$ cat src/rtl/fault_class_pkg.sv
// Function
// - Trip output goes high whenever an AC or DC fault is classified.
// - Sample continuously; enter monitoring when a sample exceeds trigger level.
// - Monitoring window lasts longer than 10 ms.
// - Recommended window length is 13 ms (REC_WINDOW_CYC); the window_cyc_in port has no default.
// - Track maximum and minimum samples through the window; hold them after.
// - DC fault when window minimum stays above the DC threshold.
// - AC fault when minimum is near zero and maximum exceeds AC threshold.
// - Latch fault type, AC or DC, and raise the trip output on the same clock edge.
// - Trip output drops only once the signal falls below hysteresis level.
// - Trigger level is the lower of the AC and DC thresholds.
package fault_class_pkg;
    localparam int          SAMPLE_W        = 10;
    localparam int          WIN_W           = 24;
    localparam int          CLK_MHZ         = 100;
    localparam int          MIN_WINDOW_MS   = 10;
    localparam int          REC_WINDOW_MS   = 13;
    // Window lengths in cycles; the least must be exceeded, hence the +1.
    localparam logic [23:0] MIN_WINDOW_CYC  =
        24'(MIN_WINDOW_MS * 1000 * CLK_MHZ + 1);
    localparam logic [23:0] REC_WINDOW_CYC  =
        24'(REC_WINDOW_MS * 1000 * CLK_MHZ);
    localparam logic [9:0]  ZERO_NEAR_RST   = 10'h008;
    localparam logic [9:0]  SAMPLE_MAX      = 10'h3ff;
    localparam logic [9:0]  SAMPLE_ZERO     = 10'h000;
    localparam logic [23:0] COUNT_ZERO      = 24'h000000;
    localparam logic [23:0] COUNT_ONE       = 24'h000001;

    typedef enum logic [1:0] {
        ST_SAMPLE,
        ST_MONITOR,
        ST_TRIPPED
    } class_state_t;

    function automatic logic [9:0] min10(input logic [9:0] a,
                                         input logic [9:0] b);
        return (a < b) ? a : b;
    endfunction

    function automatic logic [9:0] max10(input logic [9:0] a,
                                         input logic [9:0] b);
        return (a > b) ? a : b;
    endfunction
endpackage

$ cat src/rtl/residual_fault_classifier.sv
`timescale 1ns/1ps
module residual_fault_classifier
    import fault_class_pkg::*;
#(
    // Least window length in cycles; a shorter setting on the port is
    // raised to it. Lowering it only makes sense to shorten a bench run.
    parameter logic [23:0] MIN_WIN_CYC = MIN_WINDOW_CYC
)
(
    input  wire logic        core_clk_in,
    input  wire logic        reset_n_in,
    input  wire logic        clk_en_in,
    input  wire logic        sample_valid_in,
    input  wire logic [9:0]  sample_in,
    input  wire logic [9:0]  dc_thresh_in,
    input  wire logic [9:0]  ac_thresh_in,
    input  wire logic [9:0]  hyst_level_in,
    input  wire logic [9:0]  zero_near_in,
    input  wire logic [23:0] window_cyc_in,
    output logic             trip_out,
    output logic             fault_ac_out,
    output logic             fault_dc_out,
    output logic             monitoring_out,
    output logic [9:0]       win_max_out,
    output logic [9:0]       win_min_out
);

////////////////////////////////////////////////////////////////////////////////

    class_state_t state;
    class_state_t next_state;
    logic [23:0]  win_count;
    logic [23:0]  next_win_count;
    logic [9:0]   next_max;
    logic [9:0]   next_min;

    wire logic [9:0]  trigger_level;
    wire logic [23:0] window_len;
    wire logic        take;
    wire logic        trigger_hit;
    wire logic        window_done;
    wire logic [9:0]  final_max;
    wire logic [9:0]  final_min;
    wire logic        dc_fault;
    wire logic        ac_fault;
    wire logic        below_hyst;

    assign trigger_level = min10(dc_thresh_in, ac_thresh_in);
    // A window shorter than one zero of the rectified wave would misread AC
    // as DC, so short settings are raised to the least legal length.
    assign window_len    = (window_cyc_in < MIN_WIN_CYC) ?
                           MIN_WIN_CYC : window_cyc_in;
    assign take          = clk_en_in & sample_valid_in;
    assign trigger_hit   = take & (sample_in > trigger_level);
    assign window_done   = (state == ST_MONITOR) &&
                           (win_count >= window_len);
    assign final_max     = (state == ST_MONITOR && take) ?
                           max10(win_max_out, sample_in) : win_max_out;
    assign final_min     = (state == ST_MONITOR && take) ?
                           min10(win_min_out, sample_in) : win_min_out;
    assign dc_fault      = final_min > dc_thresh_in;
    assign ac_fault      = (final_min <= zero_near_in) &&
                           (final_max > ac_thresh_in);
    assign below_hyst    = take & (sample_in < hyst_level_in);

////////////////////////////////////////////////////////////////////////////////

    always_comb begin
        next_state     = state;
        next_win_count = win_count;
        next_max       = win_max_out;
        next_min       = win_min_out;
        case (state)
            ST_SAMPLE: begin
                if (trigger_hit) begin
                    next_state     = ST_MONITOR;
                    next_win_count = COUNT_ONE;
                    next_max       = sample_in;
                    next_min       = sample_in;
                end
            end
            ST_MONITOR: begin
                next_win_count = win_count + COUNT_ONE;
                next_max       = final_max;
                next_min       = final_min;
                if (window_done) begin
                    next_win_count = COUNT_ZERO;
                    if (dc_fault || ac_fault) begin
                        next_state = ST_TRIPPED;
                    end else begin
                        next_state = ST_SAMPLE;
                    end
                end
            end
            ST_TRIPPED: begin
                if (below_hyst) begin
                    next_state = ST_SAMPLE;
                end
            end
            default: begin
                next_state = ST_SAMPLE;
            end
        endcase
    end

////////////////////////////////////////////////////////////////////////////////

    always_ff @(posedge core_clk_in) begin
        if (!reset_n_in) begin
            state       <= ST_SAMPLE;
            win_count   <= COUNT_ZERO;
            win_max_out <= SAMPLE_ZERO;
            win_min_out <= SAMPLE_MAX;
        end else if (clk_en_in) begin
            state       <= next_state;
            win_count   <= next_win_count;
            win_max_out <= next_max;
            win_min_out <= next_min;
        end
    end

    // Fault type is held until the next classified fault, so software can
    // read the cause after the relay has been released.
    always_ff @(posedge core_clk_in) begin
        if (!reset_n_in) begin
            fault_dc_out <= 1'b0;
            fault_ac_out <= 1'b0;
        end else if (clk_en_in && window_done &&
                     (dc_fault || ac_fault)) begin
            fault_dc_out <= dc_fault;
            fault_ac_out <= ac_fault & ~dc_fault;
        end
    end

    always_ff @(posedge core_clk_in) begin
        if (!reset_n_in) begin
            trip_out       <= 1'b0;
            monitoring_out <= 1'b0;
        end else if (clk_en_in) begin
            trip_out       <= (next_state == ST_TRIPPED);
            monitoring_out <= (next_state == ST_MONITOR);
        end
    end
endmodule

$ cat config.mk
export PLATFORM = sky130hd
export DESIGN_NAME = residual_fault_classifier
export DESIGN_NICKNAME = d
export VERILOG_FILES = /design/src/rtl/fault_class_pkg.sv /design/src/rtl/residual_fault_classifier.sv
export SDC_FILE = /design/constraint.sdc
export NUM_CORES = 1
export LEC_CHECK = 0
export BUFFER_PORTS_ARGS = -buffer_cell sky130_fd_sc_hd__buf_2
export CORE_AREA = 2 2 95 97
export DETAILED_ROUTE_END_ITERATION = 8
export DIE_AREA = 0 0 97 99
export PLACE_DENSITY = 0.85
export SYNTH_ARGS = -nofsm -noshare
export SYNTH_HDL_FRONTEND = slang
export SYNTH_SLANG_ARGS = --single-unit
$ cat constraint.sdc
create_clock -name core_clk_in -period 5.55 [get_ports core_clk_in]
set_clock_uncertainty 0.15 [all_clocks]
set_input_delay 0.2775 -clock core_clk_in [delete_from_list [all_inputs] [get_ports core_clk_in]]
set_output_delay 0.2775 -clock core_clk_in [all_outputs]
set_load 0.01 [all_outputs]
==> impl_metrics.yaml <==
yosys:
  seq_area_frac_synth_pct: 19.9
  async_reset_ff_share_pct: 0
  syn_area_um2: 5030
  synth_nets: 807
  yosysWarnings: 0
  synth_seq_cells: 50
  synth.distinct_cells: 54
  synth-edff-count: 0
  synthCells: 627
  synth_flop_cell: "dfxtp_1"
  synth_area_per_cell_um2: 8.02
setup_path:
  r2r-end: "trip_out$_SDFFE_PN0P_"
  critPathArrivalTime_ns: 4.44
  worst-path-max-fanout: 11
  r2r_slack_ns: 1.22
  r2r_start: "win_min_out[7]$_SDFFE_PN1P_"
  worstSetupStartpoint: "win_min_out[7]$_SDFFE_PN1P_"
  path_cells: "ha_1 > o21ai_0 > a2111o_1 > o22ai_1 > a21o_1 > mux2_2 > ha_1 > a21oi_1 > o21ai_0 > a2111oi_0 > a31oi_1 > o31a_1 > o31ai_1 > o211a_1"
  end_kind: "register"
  reg2reg_depth: 14
  crit_path_end: "trip_out$_SDFFE_PN0P_"
  slowest_delay_ns: 0.43
  cp-start-kind: "register"
  critPathKind: "register to register"
  path_buf_inv: 0
  path_depth: 14
  cpMaxStageDelayCell: "a2111o_1"
  cp.required_ns: 5.66
  path_delay_family: "compound AO/OA/AOI/OAI gates"
sta:
  fmax_ghz: 0.231
  hold_viol_final: 0
  slew_headroom_pct: 30.9
  finalSetupViolations: 0
  rsz0062_at_grt: "no"
  finalSetupTns_ns: 0
  drv_slew: 0
  fin_crit_sh_pct: 78.1
  min_period_ns: 4.33
  worst_pin_slew_ns: 1.03
power:
  peakVddDrop_uv: 119
  cellLeakagePower_nw: 2.81
  power.density_nw_per_um2: 164
floorplanning:
  core_area_um2: 8550
  die_w_um: 97
  fp-row-count: 34
  ios: 102
  die_h_um: 99
  die_area_um2: 9600
  initial_core_util_pct: 58.8
cts:
  cts_resized: 0
  cts_root_buf: "clkbuf_8"
  worstSkewPairLatency_ns: 0.31
  cts.sinks: 50
  path_clk_slew_ns: 0.10
  cts_buffers: 5
  post-cts-setup-buffers: 0
  cts_tree: "yes"
  cts-hold-fix-buffers: 0
  cts_max_level: 2
  clockBufferDepth: 2
flow_run:
  cap_viol_max_count: 0
layout:
  multiInputGateArea_um2: 3710
  drive_above_1_share_pct: 18.8
  fill_cells: 705
  mostFrequentLayoutCells: "ha_1, buf_2, inv_1, nand2_1, dfxtp_1"
  syn_to_final_growth_pct: 14.3
  n_antenna_cell: 0
  layout_commonest_cell: "ha_1"
  nNetsFinal: 903
  seqCellArea_um2: 1000
  stdcell_count: 832
placement:
  hpwl_mm: 11.4
  place.gp.congestion: 0.911
  numPortBuffers: 101
  placed_cells: 824
drt:
  drt_iter0_markers: 305
  first_pass_iters: 5
  drt_wl_total_mm: 14.1
  wl_per_cell_um: 17.0
  vias: 5145
  ant_nets: 0
  drc: 0
  vias_per_cell: 6.18
grt:
  grt_start_max_net_pins: 28
  grt.total_usage_pct: 29.4
  grt_pass1_wl_mm: 23.8
  antenna_found_initial: 0
  grt_overflow: 0
  grt_pass1_vias: 5093
run_status:
  status: "finished clean"
hold_path:
  worstHoldPathType: "primary input to register"
## synth_stat cells, drive strengths merged (3+ instances only)
master | instances | area [µm²]
a2111oi | 5 | 56.3
and2 | 3 | 18.8
nand2b | 6 | 37.5
and3 | 4 | 25.0
nand2 | 65 | 244
nor2 | 40 | 158
o2111ai | 3 | 26.3
o21ai | 31 | 159
mux2 | 10 | 113
a211oi | 15 | 118
and4 | 4 | 35.0
inv | 66 | 248
buf | 7 | 35.0
ha | 102 | 1280
or3 | 3 | 18.8
nand4 | 19 | 140
a21o | 13 | 97.6
nor3 | 7 | 35.0
clkbuf | 11 | 41.3
xnor2 | 18 | 158
mux2i | 21 | 210
o31ai | 14 | 105
a31oi | 5 | 31.3
nor2b | 10 | 62.6
dfxtp | 50 | 1000
a21oi | 39 | 195
nor4 | 5 | 31.3
nand3 | 24 | 120
a211o | 3 | 26.3
## state kept, by name, summed over array words and instances (netlist names)
signal,flops
win_max_out,10
monitoring_out,1
win_count,24
win_min_out,10
state,2
fault_ac_out,1
fault_dc_out,1
trip_out,1
## cell families after synthesis
family	after synthesis	share of synthesized area, %
XOR/XNOR	18	3.14
AO/OA/AOI/OAI	148	19.7
flip-flops	50	19.9
AND/OR/NAND/NOR	194	19.0
adder cells (fa/ha/maj)	102	25.4
multiplexers	31	6.42
buffers and inverters	84	6.44
## through the flow
| stage | hold slack, ns | power (mW) | instance area, µm² | util, % | worst slack (ns) |
|---|---|---|---|---|---|
| global placement | 0.328 | 0.677 | 5640 | 66.0 | 1.03 |
| finish | 0.102 | 0.944 | 5750 | 67.2 | 1.22 |
| global route | 0.125 | 0.995 | 5750 | 67.2 | 0.841 |
| CTS | 0.103 | 0.936 | 5750 | 67.2 | 1.25 |
| floorplan | 0.251 | 0.582 | 5030 | - | 1.78 |
| detailed placement | 0.338 | 0.694 | 5640 | 66.0 | 1.00 |
## worst min-delay path by stage
stage / from / cells after the start / endpoint
2_1_floorplan: clk_en_in / 1 / state[1]$_SDFFE_PN0P_
5_1_grt: clk_en_in / 2 / state[1]$_SDFFE_PN0P_
6_report: clk_en_in / 2 / state[1]$_SDFFE_PN0P_
3_3_place_gp: monitoring_out$_SDFFE_PN0P_ / 2 / monitoring_out$_SDFFE_PN0P_
3_5_place_dp: monitoring_out$_SDFFE_PN0P_ / 2 / monitoring_out$_SDFFE_PN0P_
4_1_cts: clk_en_in / 2 / state[1]$_SDFFE_PN0P_
## power by group
group | total (mW) | switching, mW | leakage (nW) | internal, mW
Clock | 0.250 | 0.136 | 0.0544 | 0.115
Sequential | 0.387 | 0.0159 | 0.405 | 0.371
Combinational | 0.307 | 0.177 | 2.35 | 0.130
## layout make-up
class / count / area share [%]
clock inverters: 1 / 0.152
flip-flops and latches: 50 / 17.4
well taps: 108 / 2.35
repair buffers: 107 / 9.58
inverters: 66 / 4.31
multi-input cells: 493 / 64.5
clock buffers: 7 / 1.68
## metal layers
layer | global-route usage, % | share of wire, %
met1 | 39.6 | 44
met4 | 7.58 | 2.2
met5 | 0 | 0
met3 | 4.40 | 7.3
met2 | 49.7 | 46
Note: power is estimated with default switching activity, not from simulation.
